## config.mk

```make
export PLATFORM = sky130hd
export DESIGN_NAME = boe_top
export DESIGN_NICKNAME = d
export VERILOG_FILES = /design/src/boe_pkg.sv /design/src/boe_top.sv
export VERILOG_INCLUDE_DIRS = /design/src
export SDC_FILE = /design/constraint.sdc
export NUM_CORES = 1
export LEC_CHECK = 0
export ABC_CLOCK_PERIOD_IN_PS = 7490
export BUFFER_PORTS_ARGS = -buffer_cell sky130_fd_sc_hd__buf_2
export CAP_MARGIN = 20
export CORE_AREA = 2 2 290 292
export CTS_CLUSTER_DIAMETER = 50
export DETAILED_ROUTE_END_ITERATION = 12
export DIE_AREA = 0 0 292 294
export PLACE_DENSITY = 0.81
export SLEW_MARGIN = 20
export SYNTH_ARGS = -nofsm -noshare
export SYNTH_HDL_FRONTEND = slang
export SYNTH_SLANG_ARGS = --single-unit
```

## constraint.sdc

```tcl
create_clock -name I_CLK -period 7.49 [get_ports I_CLK]
set_input_delay 1.498 -clock I_CLK [delete_from_list [all_inputs] [get_ports I_CLK]]
set_output_delay 1.498 -clock I_CLK [all_outputs]
set_load 0.1 [all_outputs]
```

## src/boe_cfg.svh

```systemverilog
// Constants for the blit operand expansion block.
// Assumes inclusion by bare name from the package, the design file and the checker.
`ifndef BOE_CFG_SVH
`define BOE_CFG_SVH

`define BOE_COL_W 32
`define BOE_QW_BITS 64
`define BOE_FIFO_DEPTH 4
`define BOE_COORD_W 16
`define BOE_ADDR_W 32

// Colour depth codes
`define BOE_DEPTH_8 2'h0
`define BOE_DEPTH_16 2'h1
`define BOE_DEPTH_24 2'h2
`define BOE_DEPTH_32 2'h3

// Colour masks per depth
`define BOE_MASK_8 32'h000000ff
`define BOE_MASK_16 32'h0000ffff
`define BOE_MASK_24 32'h00ffffff
`define BOE_MASK_32 32'hffffffff

// Pattern layout: row stride shift per depth, 24 bpp rows keep the 32-byte stride of 32 bpp
`define BOE_PAT_ROW_SH_8 3'h3
`define BOE_PAT_ROW_SH_16 3'h4
`define BOE_PAT_ROW_SH_24 3'h5
`define BOE_PAT_ROW_SH_32 3'h5
`define BOE_PAT_ADDR_LSB 3

// Mono source line alignment: lines start on 16-bit words except in text mode
`define BOE_WORD_ROUND 7'h0f
`define BOE_WORD_MASK 7'h70

`endif

```

## src/boe_pkg.sv

```systemverilog
// Types shared by the blit operand expansion block.
// Assumes boe_cfg.svh is on the include path.
`default_nettype none
`include "boe_cfg.svh"

package boe_pkg;

    typedef struct packed
    {
        logic src_mono;
        logic pat_mono;
        logic text;
        logic [7:0] rop;
    } boe_cmd_s;

    typedef struct packed
    {
        logic [`BOE_ADDR_W-1:0] addr;
        logic [`BOE_COL_W-1:0] src;
        logic [`BOE_COL_W-1:0] pat;
        logic src_bit;
        logic wr_en;
        logic [1:0] depth;
    } boe_pix_s;

    typedef enum logic [1:0]
    {
        ST_IDLE,
        ST_PAT_REQ,
        ST_PAT_WAIT,
        ST_EMIT
    } boe_state_e;

endpackage : boe_pkg

`default_nettype wire

```

## src/boe_top.sv

```systemverilog
// Operand expansion for a 2D block-transfer engine, with its source FIFO.
// Assumes one clock, synchronous inputs, and geometry inputs held during busy.
`timescale 1ns/10ps
`default_nettype none
`include "boe_cfg.svh"

////////////////////////////////////////////////////////////////////////////////
// Source quadword FIFO

module boe_fifo
#(
    parameter int unsigned WIDTH = `BOE_QW_BITS,
    parameter int unsigned DEPTH = `BOE_FIFO_DEPTH
)
(
    input wire logic i_clk,
    input wire logic i_nrst,
    input wire logic i_in_valid,
    input wire logic [WIDTH-1:0] i_in_data,
    output logic o_in_ready,
    output logic o_out_valid,
    output logic [WIDTH-1:0] o_out_data,
    input wire logic i_out_ready
);

    localparam int unsigned AW = $clog2(DEPTH);

    logic [WIDTH-1:0] mem [DEPTH];
    logic [AW-1:0] wr_ptr;
    logic [AW-1:0] rd_ptr;
    logic [AW:0] count;

    wire logic push = i_in_valid && o_in_ready;
    wire logic pop = o_out_valid && i_out_ready;
    wire logic [AW:0] next_count = count + {{AW{1'b0}}, push} - {{AW{1'b0}}, pop};
    wire logic [AW-1:0] next_wr_ptr = (wr_ptr == AW'(DEPTH - 1)) ? '0 : wr_ptr + 1'b1;
    wire logic [AW-1:0] next_rd_ptr = (rd_ptr == AW'(DEPTH - 1)) ? '0 : rd_ptr + 1'b1;

    assign o_out_valid = (count != '0);
    assign o_out_data = mem[rd_ptr];

    always_ff @(posedge i_clk or negedge i_nrst)
    begin
        if (!i_nrst)
        begin
            wr_ptr <= '0;
            rd_ptr <= '0;
            count <= '0;
            o_in_ready <= 1'b0;
        end
        else
        begin
            if (push)
                wr_ptr <= next_wr_ptr;
            if (pop)
                rd_ptr <= next_rd_ptr;
            count <= next_count;
            o_in_ready <= (next_count != (AW + 1)'(DEPTH));
        end
    end

    always_ff @(posedge i_clk)
    begin
        if (push)
            mem[wr_ptr] <= i_in_data;
    end

endmodule : boe_fifo

////////////////////////////////////////////////////////////////////////////////
// Operand expansion engine

module boe_top
(
    input wire logic I_CLK,
    input wire logic I_NRST,
    input wire logic I_START,
    input wire boe_pkg::boe_cmd_s I_CMD,
    input wire logic [1:0] I_DEPTH,
    input wire logic [`BOE_COL_W-1:0] I_SRC_FG,
    input wire logic [`BOE_COL_W-1:0] I_SRC_BG,
    input wire logic [`BOE_COL_W-1:0] I_PAT_FG,
    input wire logic [`BOE_COL_W-1:0] I_PAT_BG,
    input wire logic [2:0] I_MONO_START,
    input wire logic [`BOE_ADDR_W-1:0] I_PAT_ADDR,
    input wire logic [`BOE_QW_BITS-1:0] I_PAT_MONO,
    input wire logic [2:0] I_PAT_VALIGN,
    input wire logic [`BOE_ADDR_W-1:0] I_DST_ADDR,
    input wire logic [`BOE_COORD_W-1:0] I_DST_PITCH,
    input wire logic [`BOE_COORD_W-1:0] I_DST_WIDTH,
    input wire logic [`BOE_COORD_W-1:0] I_DST_HEIGHT,
    input wire logic [`BOE_COORD_W-1:0] I_DST_X1,
    input wire logic [`BOE_COORD_W-1:0] I_DST_X2,
    input wire logic [`BOE_ADDR_W-1:0] I_DST_Y1_ADDR,
    input wire logic [`BOE_ADDR_W-1:0] I_DST_Y2_ADDR,
    input wire logic [`BOE_COORD_W-1:0] I_CLIP_X1,
    input wire logic [`BOE_COORD_W-1:0] I_CLIP_X2,
    input wire logic [`BOE_ADDR_W-1:0] I_CLIP_Y1_ADDR,
    input wire logic [`BOE_ADDR_W-1:0] I_CLIP_Y2_ADDR,
    input wire logic I_SRC_VALID,
    input wire logic [`BOE_QW_BITS-1:0] I_SRC_DATA,
    output logic O_SRC_READY,
    output logic O_PAT_RD,
    output logic [`BOE_ADDR_W-1:0] O_PAT_ADDR,
    input wire logic I_PAT_RVALID,
    input wire logic [`BOE_COL_W-1:0] I_PAT_RDATA,
    output logic O_PIX_VALID,
    output boe_pkg::boe_pix_s O_PIX,
    input wire logic I_PIX_READY,
    output logic O_BUSY,
    output logic O_DONE
);

    ////////////////////////////////////////////////////////////////////////////
    // Operand dependency on the raster operation

    function automatic logic rop_uses_pat(input logic [7:0] rop);
        rop_uses_pat = (rop[7:4] != rop[3:0]);
    endfunction : rop_uses_pat

    function automatic logic rop_uses_src(input logic [7:0] rop);
        rop_uses_src = ({rop[7:6], rop[3:2]} != {rop[5:4], rop[1:0]});
    endfunction : rop_uses_src

    ////////////////////////////////////////////////////////////////////////////
    // State

    boe_pkg::boe_state_e state;
    boe_pkg::boe_state_e next_state;
    boe_pkg::boe_cmd_s cmd;
    logic [1:0] depth;
    logic [6:0] ptr;
    logic [6:0] next_ptr;
    logic q_ok;
    logic [`BOE_QW_BITS-1:0] q_word;
    logic [`BOE_COORD_W-1:0] xcnt;
    logic [`BOE_COORD_W-1:0] next_xcnt;
    logic [`BOE_COORD_W-1:0] ycnt;
    logic [`BOE_COORD_W-1:0] next_ycnt;
    logic [`BOE_ADDR_W-1:0] line_addr;
    logic [`BOE_ADDR_W-1:0] next_line_addr;
    logic [`BOE_COL_W-1:0] pat_word;
    logic [`BOE_QW_BITS-1:0] pat_mono;

    ////////////////////////////////////////////////////////////////////////////
    // Source FIFO

    wire logic fifo_valid;
    wire logic [`BOE_QW_BITS-1:0] fifo_data;
    wire logic src_used = cmd.src_mono && rop_uses_src(cmd.rop);
    wire logic pat_used = rop_uses_pat(cmd.rop);
    wire logic pat_fetch = pat_used && !cmd.pat_mono;
    wire logic busy_st = (state != boe_pkg::ST_IDLE);
    wire logic q_need = src_used && (!q_ok || ptr[6]);
    // Only an active operation may pull a word, so idle never drops source data
    wire logic q_take = busy_st && q_need;
    wire logic fifo_pop = q_take && fifo_valid;

    boe_fifo
    #(
        .WIDTH(`BOE_QW_BITS),
        .DEPTH(`BOE_FIFO_DEPTH)
    )
    u_src_fifo
    (
        .i_clk(I_CLK),
        .i_nrst(I_NRST),
        .i_in_valid(I_SRC_VALID),
        .i_in_data(I_SRC_DATA),
        .o_in_ready(O_SRC_READY),
        .o_out_valid(fifo_valid),
        .o_out_data(fifo_data),
        .i_out_ready(q_take)
    );

    ////////////////////////////////////////////////////////////////////////////
    // Depth decode

    wire logic [2:0] pix_bytes = {1'b0, depth} + 3'h1;
    wire logic [`BOE_COL_W-1:0] col_mask =
        (depth == `BOE_DEPTH_8) ? `BOE_MASK_8 :
        (depth == `BOE_DEPTH_16) ? `BOE_MASK_16 :
        (depth == `BOE_DEPTH_24) ? `BOE_MASK_24 : `BOE_MASK_32;
    wire logic [2:0] row_sh =
        (depth == `BOE_DEPTH_8) ? `BOE_PAT_ROW_SH_8 :
        (depth == `BOE_DEPTH_16) ? `BOE_PAT_ROW_SH_16 :
        (depth == `BOE_DEPTH_24) ? `BOE_PAT_ROW_SH_24 : `BOE_PAT_ROW_SH_32;

    ////////////////////////////////////////////////////////////////////////////
    // Geometry

    wire logic [`BOE_COORD_W-1:0] x_base = cmd.text ? I_DST_X1 : '0;
    wire logic [`BOE_COORD_W-1:0] xpos = x_base + xcnt;
    wire logic [`BOE_COORD_W-1:0] x_last = cmd.text ? (I_DST_X2 - I_DST_X1)
                                                    : (I_DST_WIDTH - 1'b1);
    wire logic last_x = (xcnt == x_last);
    wire logic last_line = cmd.text ? (line_addr == I_DST_Y2_ADDR)
                                    : (ycnt == I_DST_HEIGHT - 1'b1);
    wire logic [`BOE_ADDR_W-1:0] pix_addr =
        line_addr + `BOE_ADDR_W'(xpos) * `BOE_ADDR_W'(pix_bytes);
    wire logic [`BOE_ADDR_W-1:0] line_step =
        line_addr + `BOE_ADDR_W'(I_DST_PITCH);

    // Text clipping against the clip rectangle
    wire logic clip_x = (xpos >= I_CLIP_X1) && (xpos <= I_CLIP_X2);
    wire logic clip_y = (line_addr >= I_CLIP_Y1_ADDR) && (line_addr <= I_CLIP_Y2_ADDR);
    wire logic wr_ok = !cmd.text || (clip_x && clip_y);

    ////////////////////////////////////////////////////////////////////////////
    // Pattern addressing and selection

    wire logic [2:0] pat_row = ycnt[2:0] + I_PAT_VALIGN;
    wire logic [2:0] pat_col = xpos[2:0];
    wire logic [`BOE_ADDR_W-1:0] pat_base =
        {I_PAT_ADDR[`BOE_ADDR_W-1:`BOE_PAT_ADDR_LSB], `BOE_PAT_ADDR_LSB'(0)};
    wire logic [`BOE_ADDR_W-1:0] pat_row_off = `BOE_ADDR_W'(pat_row) << row_sh;
    // Colour bytes pack at pix_bytes per pixel; the last quadword of a 24 bpp row stays unused
    wire logic [`BOE_ADDR_W-1:0] pat_col_off =
        `BOE_ADDR_W'(pat_col) * `BOE_ADDR_W'(pix_bytes);
    wire logic [`BOE_ADDR_W-1:0] pat_fetch_addr = pat_base + pat_row_off + pat_col_off;
    wire logic pat_bit = pat_mono[{pat_row, ~pat_col}];
    wire logic [`BOE_COL_W-1:0] pat_mono_col = pat_bit ? I_PAT_FG : I_PAT_BG;
    wire logic [`BOE_COL_W-1:0] pat_col_val =
        !pat_used ? '0 : ((cmd.pat_mono ? pat_mono_col : pat_word) & col_mask);

    ////////////////////////////////////////////////////////////////////////////
    // Source bit selection and line alignment

    wire logic have_bit = !src_used || (q_ok && !ptr[6]);
    wire logic src_bit = src_used && q_word[{ptr[5:3], ~ptr[2:0]}];
    wire logic [`BOE_COL_W-1:0] src_col_val =
        !src_used ? '0 : ((src_bit ? I_SRC_FG : I_SRC_BG) & col_mask);
    wire logic [6:0] ptr_inc = ptr + 7'h1;
    wire logic [6:0] ptr_word = (ptr_inc + `BOE_WORD_ROUND) & `BOE_WORD_MASK;
    wire logic [6:0] ptr_line = cmd.text ? ptr_inc
                                         : ptr_word + {4'h0, I_MONO_START};
    wire logic [6:0] ptr_loaded = q_ok ? {1'b0, ptr[5:0]} : ptr;

    wire logic slot_free = !O_PIX_VALID || I_PIX_READY;
    wire logic emit = (state == boe_pkg::ST_EMIT) && have_bit && slot_free;
    wire logic op_end = emit && last_x && last_line;
    wire logic start_ok = (state == boe_pkg::ST_IDLE) && I_START;
    wire logic start_fetch = rop_uses_pat(I_CMD.rop) && !I_CMD.pat_mono;

    boe_pkg::boe_pix_s next_pix;

    ////////////////////////////////////////////////////////////////////////////
    // Next-state logic

    always_comb
    begin
        next_state = state;
        next_ptr = fifo_pop ? ptr_loaded : ptr;
        next_xcnt = xcnt;
        next_ycnt = ycnt;
        next_line_addr = line_addr;
        next_pix.addr = pix_addr;
        next_pix.src = src_col_val;
        next_pix.pat = pat_col_val;
        next_pix.src_bit = src_bit;
        next_pix.wr_en = wr_ok;
        next_pix.depth = depth;
        case (state)
            boe_pkg::ST_IDLE:
            begin
                if (I_START)
                begin
                    next_ptr = {4'h0, I_MONO_START};
                    next_xcnt = '0;
                    next_ycnt = '0;
                    next_line_addr = I_CMD.text ? I_DST_Y1_ADDR : I_DST_ADDR;
                    next_state = start_fetch ? boe_pkg::ST_PAT_REQ : boe_pkg::ST_EMIT;
                end
            end
            boe_pkg::ST_PAT_REQ:
            begin
                next_state = boe_pkg::ST_PAT_WAIT;
            end
            boe_pkg::ST_PAT_WAIT:
            begin
                if (I_PAT_RVALID)
                    next_state = boe_pkg::ST_EMIT;
            end
            boe_pkg::ST_EMIT:
            begin
                if (emit)
                begin
                    if (last_x)
                    begin
                        next_xcnt = '0;
                        next_ycnt = ycnt + 1'b1;
                        next_line_addr = line_step;
                        next_ptr = ptr_line;
                    end
                    else
                    begin
                        next_xcnt = xcnt + 1'b1;
                        next_ptr = ptr_inc;
                    end
                    if (op_end)
                        next_state = boe_pkg::ST_IDLE;
                    else if (pat_fetch)
                        next_state = boe_pkg::ST_PAT_REQ;
                end
            end
            default:
            begin
                next_state = boe_pkg::ST_IDLE;
            end
        endcase
    end

    ////////////////////////////////////////////////////////////////////////////
    // Registers

    always_ff @(posedge I_CLK or negedge I_NRST)
    begin
        if (!I_NRST)
        begin
            state <= boe_pkg::ST_IDLE;
            ptr <= '0;
            xcnt <= '0;
            ycnt <= '0;
            line_addr <= '0;
        end
        else
        begin
            state <= next_state;
            ptr <= next_ptr;
            xcnt <= next_xcnt;
            ycnt <= next_ycnt;
            line_addr <= next_line_addr;
        end
    end

    // Command, depth and mono pattern captured at start
    always_ff @(posedge I_CLK or negedge I_NRST)
    begin
        if (!I_NRST)
        begin
            cmd <= '0;
            depth <= `BOE_DEPTH_8;
            pat_mono <= '0;
        end
        else if (start_ok)
        begin
            cmd <= I_CMD;
            depth <= I_DEPTH;
            pat_mono <= I_PAT_MONO;
        end
    end

    // Current source quadword
    always_ff @(posedge I_CLK or negedge I_NRST)
    begin
        if (!I_NRST)
        begin
            q_ok <= 1'b0;
            q_word <= '0;
        end
        else if (start_ok)
            q_ok <= 1'b0;
        else if (fifo_pop)
        begin
            q_ok <= 1'b1;
            q_word <= fifo_data;
        end
    end

    // Colour pattern fetch from memory
    always_ff @(posedge I_CLK or negedge I_NRST)
    begin
        if (!I_NRST)
        begin
            O_PAT_RD <= 1'b0;
            O_PAT_ADDR <= '0;
            pat_word <= '0;
        end
        else
        begin
            O_PAT_RD <= (state == boe_pkg::ST_PAT_REQ);
            if (state == boe_pkg::ST_PAT_REQ)
                O_PAT_ADDR <= pat_fetch_addr;
            if ((state == boe_pkg::ST_PAT_WAIT) && I_PAT_RVALID)
                pat_word <= I_PAT_RDATA;
        end
    end

    // Pixel output stage and status
    always_ff @(posedge I_CLK or negedge I_NRST)
    begin
        if (!I_NRST)
        begin
            O_PIX_VALID <= 1'b0;
            O_PIX <= '0;
            O_BUSY <= 1'b0;
            O_DONE <= 1'b0;
        end
        else
        begin
            if (emit)
            begin
                O_PIX_VALID <= 1'b1;
                O_PIX <= next_pix;
            end
            else if (I_PIX_READY)
                O_PIX_VALID <= 1'b0;
            O_BUSY <= (next_state != boe_pkg::ST_IDLE);
            O_DONE <= op_end;
        end
    end

endmodule : boe_top

`default_nettype wire

```

; ---- Yosys cells after proc, flatten, opt, wreduce, memory -nomap -nowiden
; Memories as Yosys holds them, arrays and structs flattened. A register that Yosys moved wholly into a read port is not among the register bits.
; Index checks and enable logic that the tools add are counted.
[totals]
regBits = 327
ramBits = 256
inputBits = 617
out_inout_bits = 137
n_memories = 1
[classes]
add_sub_neg = 19
multipliers = 2
n_lt_le_gt_ge = 6
eq_ne = 17
n_shift = 1
muxes = 51
n_bitwise = 5
reduce_logical = 41
[memory_table]
columns = memory, words, width, read_ports, rd_clocked_by_memory_dff, wr, line_no
row1 = u_src_fifo.mem, 4, 64, 1, 1, 1, boe_top.sv:28  ; logic [WIDTH-1:0] mem [DEPTH];
[ops]
columns = cell, n
row1 = two-way mux 32 bit, 12
row2 = two-way mux 16 bit, 7
row3 = AND 32 bit, 2
row4 = one-hot mux 16 bit (2 select lines), 2
row5 = one-hot mux 32 bit (2 select lines), 1
row6 = two-way mux 7 bit, 6
row7 = adder 16 x 1 -> 16 bit (second input constant), 2
row8 = adder 32 x 16 -> 32 bit, 1
row9 = adder 32 x 19 -> 32 bit, 1
row10 = adder 32 bit, 1
row11 = adder 32 x 6 -> 32 bit, 1
row12 = equality test 16 bit, 2
row13 = equality test 32 bit, 1
row14 = greater-or-equal comparator 32 bit, 1
row15 = less-or-equal comparator 32 bit, 1
row16 = left shift 3 x 3 -> 32 bit, 1
row17 = subtractor 16 x 1 -> 16 bit (second input constant), 2
row18 = multiplier 16 x 3 -> 19 bit, 1
row19 = logical AND 1 bit, 18
row20 = adder 16 bit, 1
row21 = greater-or-equal comparator 16 bit, 1
row22 = less-or-equal comparator 16 bit, 1
row23 = two-way mux 2 bit, 8
row24 = subtractor 16 bit, 1
row25 = other kinds (30), 67

; ---- Logic depth before layout (Yosys ltp)
; Gate-level depths: netlist (run 1).
[depth]
depth_word = 12
depth_mapped = 32

; ---- Modules after synthesis
; From an unflattened synthesis (run 1), not the netlist that was laid out.
[hier_totals]
hier_cells = 3217
area_unflattened_um2 = 36983.0
[modules_own_cells]
columns = module, instances, cells_each, area_each_um2, seq_area_each_um2
row1 = boe_top, 1, 2845, 27293.7, 9584.2
row2 = boe_fifo, 1, 372, 9689.3, 7887.6

; ---- Worst setup path after synthesis (run 1)
; Ideal clock, no wire load.
[synth_timing]
kind = input to register
start = in I_DST_X1[0]
end = reg O_PIX[97] (netlist name)
setup_ns = 0.083
arrival_ns = 7.391
required_ns = 7.407
setup_slack_ns = 0.016
cell_stages = 27
n_path_buf = 0
path_cell_list = and2_1 > ha_1 > fa_1 > a21o_1 > a21oi_1 > o21bai_1 > a21oi_1 > o21ai_0 > a211o_1 > a2111oi_0 > o31ai_1 > a21oi_1 > xnor2_1 > and2_1 > fa_1 > inv_1 > fa_1 > inv_1 > ha_1 > or3_1 > a211o_1 > a31oi_1 > o21bai_1 > a21oi_1 > nor4b_1 > xnor2_1 > o21ai_0
[synth_via]
elab_chain_cells = 4
[synth_rtl]
columns = element, line_no
row1 = from (decl), boe_top.sv:92  ; input wire logic [`BOE_COORD_W-1:0] I_DST_X1,
row2 = two-way mux 16 bit, boe_top.sv:192  ; wire logic [`BOE_COORD_W-1:0] x_base = cmd.text ? I_DST_X1 : '0;
row3 = adder 16 bit, boe_top.sv:193  ; wire logic [`BOE_COORD_W-1:0] xpos = x_base + xcnt;
row4 = multiplier 16 x 3 -> 19 bit (no source line), --
row5 = adder 32 x 19 -> 32 bit, boe_top.sv:200  ; line_addr + `BOE_ADDR_W'(xpos) * `BOE_ADDR_W'(pix_bytes);
row6 = to (signal assigned), boe_top.sv:404  ; O_PIX <= next_pix;
row7 = to (decl), boe_top.sv:108  ; output boe_pkg::boe_pix_s O_PIX,
; Every way passes these cells.
; A chain may end at the register's enable or synchronous reset.

; ---- Final worst setup path (run 1)
[layout_timing]
start = in I_DST_X1[0]
end = reg O_PIX[89] (netlist name)
; Same word-level chain as after synthesis.

==> results of run 1 <==
-- final cells by class --
| class | instances | area [um2] |
|---|---|---|
| Antenna cell | 16 | 40.0 |
| Clock buffer | 95 | 2110 |
| Clock inverter | 57 | 768 |
| Fill cell | 6989 | 37700 |
| Inverter | 249 | 935 |
| Multi-Input combinational cell | 2249 | 18300 |
| Sequential cell | 647 | 17500 |
| Tap cell | 1080 | 1350 |
| Timing Repair Buffer | 806 | 4210 |
-- synth_stat cells, types with 50 or more instances --
| cell type | instances |
|---|---|
| edfxtp_1 | 256 |
| a21o_1 | 50 |
| inv_1 | 249 |
| xnor2_1 | 131 |
| xor2_1 | 65 |
| ha_1 | 203 |
| nor3_1 | 52 |
| nand2_1 | 281 |
| o21ai_0 | 218 |
| mux4_2 | 94 |
| clkbuf_1 | 116 |
| a21oi_1 | 138 |
| mux2i_1 | 109 |
| nor2_1 | 144 |
| dfrtp_1 | 391 |
| and2_1 | 51 |
| nand3_1 | 57 |
| mux2_2 | 198 |
-- cell families after synthesis --
family / Yosys count
buf+inv: 398
mux: 401
flops: 647
simple gates: 799
fa+ha+maj: 246
compound gates: 603
xor+xnor: 196
other cells: 1
-- worst max path at each step --
stage	from	to	slack [ps]	depth (start not counted)
after floorplan	I_DST_X1[0]	O_PIX[97]	20	27
after global placement	I_DST_X1[0]	O_PIX[97]	-40	30
after detailed placement	I_DST_X1[0]	O_PIX[93]	-150	30
after CTS	I_DST_X1[0]	O_PIX[89]	500	30
after global routing	I_DST_X1[0]	O_PIX[99]	100	30
final	I_DST_X1[0]	O_PIX[89]	440	30
-- routing by layer --
layer	track usage (%)	share of wire (%)	up-vias	routed length, um
li1	-	-	13400	-
met5	0	0.18	-	242
met2	49.7	46	1397	62900
met3	9.21	8.7	397	11900
met1	34.8	36	14700	48700
met4	25.4	9.5	36	13000
-- flip-flops by register name, indices dropped and copies added (netlist names), 2 cells and up --
| signal | cells |
|---|---|
| u_src_fifo.mem | 256 |
| O_PIX | 100 |
| pat_mono | 64 |
| q_word | 64 |
| O_PAT_ADDR | 32 |
| line_addr | 32 |
| pat_word | 32 |
| xcnt | 16 |
| ycnt | 16 |
| cmd | 11 |
| ptr | 7 |
| u_src_fifo.count | 3 |
| depth | 2 |
| state | 2 |
| u_src_fifo.rd_ptr | 2 |
| u_src_fifo.wr_ptr | 2 |
-- worst register-to-register path: cells and delay by family, from the launching register on --
family                     cells  cell delay, ps
adders and majority gates      4            1530
AOI/OAI and AO/OA             14            2830
xor gates and xnor gates       2             240
DFF                            1             440
buffers and inverters          5             810
and+or+nand+nor                4             730
-- cell usage in the layout, fill, tap and decap left out, drive strengths merged, types with 15 or more instances in the layout --
master  instances
a211oi         20
a21o           50
a21oi         138
and2           51
and3           26
buf           806
clkbuf         95
clkinv         34
dfrtp         391
diode          16
edfxtp        256
fa             43
ha            203
inv           257
mux2          198
mux2i         109
mux4           94
nand2         281
nand2b         23
nand3          57
nand4          46
nor2          144
nor2b          19
nor3           52
nor4           19
o21ai         219
o21bai         16
o22ai          17
o31ai          15
or3            25
xnor2         131
xor2           65
-- power groups by stage --
stage | Clock (mW) | Combinational (mW) | Sequential, mW
3_3_place_gp | 0 | 3.60 | 4.55
3_5_place_dp | 0 | 3.68 | 4.58
5_1_grt | 4.30 | 4.00 | 4.58
2_1_floorplan | 0 | 1.72 | 5.34
6_report | 4.11 | 3.72 | 4.54
4_1_cts | 4.16 | 3.70 | 4.53
==> impl_results.md, run 1 <==
* Unrepaired setup endpoints after global routing: false
* Final WS setup at 437 ps
* Final Max Slew Viols at 0
* Post-synthesis sequential area ratio at 47.0%
* Buf/Inv on CP at 5
* I/O pin cnt at 754
* First-pass GRT wire length at 194000 um
* Post-synth EDFFs at 256
* Top FF cell, synth: dfrtp_1
* Final TNS setup at 0 ps
* Post-cts repair resize count at 0
* Final Critical Period at 7050 ps
* YS warnings at 0
* Root buf cell: clkbuf_16
* Placed Cells at 5031
* Pre-CTS setup slack at -148 ps
* Synth Area in Adders at 9.15%
* CTS Hold Buffers Added at 0
* Tot Pwr at 12.4 mW
* Reg2Reg Depth at 29
* Avg Inst Size Synth at 11.3 um2
* Max-cap violations at 0
* Worst r2r src: cmd[8]
* Synth area leader: dfrtp_1
* Ratio of cells with drive above 1 in the final layout at 31.1%
* Util after Layout at 54.5%
* Post-synthesis mux area share at 14.6%
* Final nets at 4897
* DP Area at 42300 um2
* Status: complete, no violations
* Pwr per Cell Area at 274 nW/um2
* Total core area at 82900 um2
* Simple-Gate Fraction of Synth Area at 10.5%
* Ys async rst share at 60.4%
* Worst hold endpoint: O_PIX[4]
* Clock power frac at 33.2%
* # setup viols final at 0
* Tightest Hold Check Type: reg -> reg
* Synth Area in Compound Gates at 10.1%
* Cell internal pwr at 7.82 mW
* Final Non-Filler Cells at 5199
* Vias in the first global route at 29.6k
* Max Fclk at 0.142 GHz
* Die W at 292 um
* CP Data Required Time at 8020 ps
* Hold wc startpoint: O_PIX[4]
* Hold Crit Depth at 2
* VDD IR max at 269 uV
* CTS H-tree lvls at 3
* CP peak stage delay at 500 ps
* Largest net degree at the start of global routing at 171
* Gr usage total at 31.1%
* Slew headroom at 28.5%
* Slowest CP cell: fa_1
* Switch share at 36.8%
* Register bit total from synthesis at 647
* Mapped cell area at 37200 um2
* Comb power frac at 30.1%
* Wirelength per Cell at 26.3 um
* Main combinational cell family by area after synthesis: multiplexers
* I/O Buffers at 750
* CP Capture Type: flop
* DR vias/cell at 5.76
* Post-CTS Repair Setup Buffers at 0
* Most frequent CP cell: a21oi_1
* R2R Path End: O_PIX[89]
* CTS Buffer Depth at 3
* Sequential Power Share at 36.7%
* Nature of the critical path startpoint: input port
* Setup CP Type: in -> reg
* Hold slack at 472 ps
* Hold Violations, Final at 0
* Top delay family on crit path: compound AO/OA/AOI/OAI gates
* CTS tree: built
* Starting Density at 44.9%
* Clock skew at 43.5 ps
* Worst-path maximum fanout at 7
* P_sw at 4.55 mW
* Synth cell types at 82
* Clock Latency Late Sink at 650 ps
* Grt ovf at 0
* Post-synthesis xor/xnor area fraction at 4.62%
* Worst Path Arrival at 7590 ps
* Vias at 30.0k
* CTS buffer count at 81
* Area Growth Syn to Fin at 21.5%
* Die area at 85800 um2
* Die Y-Extent at 294 um
* # rows at 106
* Initial DRC Count at 2690
* Synth top area cells: dfrtp_1, edfxtp_1, ha_1
* Leakage Power at 20.8 nW
* Placer Congestion at 1.04
* DRT Pass-1 Iters at 8
* Synth top area share at 26.3%
* Initial antenna violation count at 34
* Crit share post-route at 94.2%
* Clock sink total at 647
* Clk slew on worst S/H paths at 60 ps
* Finished Cell Area at 45200 um2
* Register-to-Register Setup Slack at 840 ps
* Detailed Place HPWL at 102000 um
* Drt drc at 0
* Total Routed Length at 137000 um
* Synth Instances at 3291
* Worst-margin pin slew at 1070 ps
* Post-DRT Antenna Nets at 0
Note: power is estimated with default switching activity, not from simulation.
==> run 2, diff against run 1 <==
--- a/config.mk
+++ b/config.mk
@@ -10,6 +10,7 @@
 export BUFFER_PORTS_ARGS = -buffer_cell sky130_fd_sc_hd__buf_2
 export CAP_MARGIN = 20
 export CORE_AREA = 2 2 290 292
+export CTS_BUF_LIST = sky130_fd_sc_hd__clkbuf_8 sky130_fd_sc_hd__clkbuf_16
 export CTS_CLUSTER_DIAMETER = 50
 export DETAILED_ROUTE_END_ITERATION = 12
 export DIE_AREA = 0 0 292 294
==> impl_results.md, run 2 (synthesis gave the netlist of run 1 again) <==
* Slew headroom at 27.8%
* CP Capture Type: flop
* Cell internal pwr at 7.80 mW
* Pre-CTS setup slack at -148 ps
* Slowest CP cell: fa_1
* Ratio of cells with drive above 1 in the final layout at 31.1%
* First-pass GRT wire length at 194000 um
* Grt ovf at 0
* Post-cts repair resize count at 0
* Unrepaired setup endpoints after global routing: false
* Worst-path maximum fanout at 7
* Most frequent CP cell: a21oi_1
* Placed Cells at 5031
* Clock skew at 43.2 ps
* Sequential Power Share at 36.8%
* Die W at 292 um
* Vias in the first global route at 29.6k
* Clock power frac at 33.1%
* Clock Latency Late Sink at 650 ps
* Status: complete, no violations
* Worst Path Arrival at 7580 ps
* Comb power frac at 30.1%
* Worst-margin pin slew at 1080 ps
* Detailed Place HPWL at 102000 um
* Tightest Hold Check Type: reg -> reg
* I/O Buffers at 750
* Max-cap violations at 0
* Gr usage total at 31.1%
* Setup CP Type: in -> reg
* Vias at 29.9k
* Clk slew on worst S/H paths at 60 ps
* Final Non-Filler Cells at 5200
* Tot Pwr at 12.4 mW
* CTS buffer count at 81
* DRT Pass-1 Iters at 6
* Initial DRC Count at 2667
* CTS tree: built
* Post-CTS Repair Setup Buffers at 0
* Pwr per Cell Area at 273 nW/um2
* Util after Layout at 54.5%
* Placer Congestion at 1.04
* Root buf cell: clkbuf_16
* DR vias/cell at 5.75
* Crit share post-route at 94.1%
* Wirelength per Cell at 26.3 um
* Final Max Slew Viols at 0
* CP peak stage delay at 500 ps
* Largest Register: u_src_fifo.mem
* Area Growth Syn to Fin at 21.5%
* Total Routed Length at 137000 um
* Largest registers: u_src_fifo.mem x256, O_PIX x100
* CTS Hold Buffers Added at 0
* CP Data Required Time at 8020 ps
* Initial antenna violation count at 34
* Die area at 85800 um2
* Largest register FFs at 256
* CTS Buffer Depth at 3
* Max Fclk at 0.142 GHz
* VDD IR max at 268 uV
* Most common cell after layout, fill and taps aside: buf_2
* # setup viols final at 0
* Die Y-Extent at 294 um
* Starting Density at 44.9%
* Total core area at 82900 um2
* # rows at 106
* Switch share at 36.8%
* Post-DRT Antenna Nets at 0
* Leakage Power at 20.8 nW
* Final TNS setup at 0 ps
* DP Area at 42300 um2
* Finished Cell Area at 45200 um2
* I/O pin cnt at 754
* Hold slack at 473 ps
* CTS H-tree lvls at 3
* Hold Violations, Final at 0
* Final Critical Period at 7050 ps
* P_sw at 4.55 mW
* Drt drc at 0
* Final nets at 4897
* Most frequent cells in the layout: buf_2, dfrtp_1, nand2_1
* Largest net degree at the start of global routing at 171
* Clock sink total at 647
* Nature of the critical path startpoint: input port
* Final WS setup at 440 ps
* Register-to-Register Setup Slack at 840 ps
==> run 2: path summary, 6_finish.rpt <==
kind,from,endpoint,depth (start not counted)
max reg2reg,cmd[8],O_PIX[89],29
max in group asynchronous,I_NRST,u_src_fifo.rd_ptr[0],2
min reg2reg,O_PIX[4],O_PIX[4],2
max,I_DST_X1[0],O_PIX[89],30
min,O_PIX[4],O_PIX[4],2
min in group asynchronous,I_NRST,O_PIX[63],1
==> run 2: area by class of cell <==
class	instances	area, um2
Clock inverter	69	813
Multi-Input combinational cell	2249	18300
Fill cell	6987	37700
Timing Repair Buffer	806	4210
Clock buffer	83	2070
Antenna cell	17	42.5
Tap cell	1080	1350
Inverter	249	935
Sequential cell	647	17500
==> run 2: critical path, delay by kind of cell <==
family	cells	cell delay (ps)
fa+ha+maj	5	1710
compound gates	14	2810
xor+xnor	2	240
simple gates	4	740
buf+inv	5	580
==> run 2: per-layer routing <==
layer | GRT usage (%) | share of wire [%] | vias up
met3 | 9.21 | 9.0 | 386
met5 | 0 | 0.18 | -
met1 | 34.8 | 35 | 14600
li1 | - | - | 13400
met2 | 49.7 | 46 | 1428
met4 | 25.4 | 9.5 | 36
==> run 2: power by group through the flow <==
stage	clock network (mW)	registers (mW)	logic (mW)
after global routing	4.29	4.58	4.00
final	4.09	4.54	3.72
after CTS	4.15	4.53	3.70
after global placement	0	4.55	3.60
after detailed placement	0	4.58	3.68
after floorplan	0	5.34	1.72
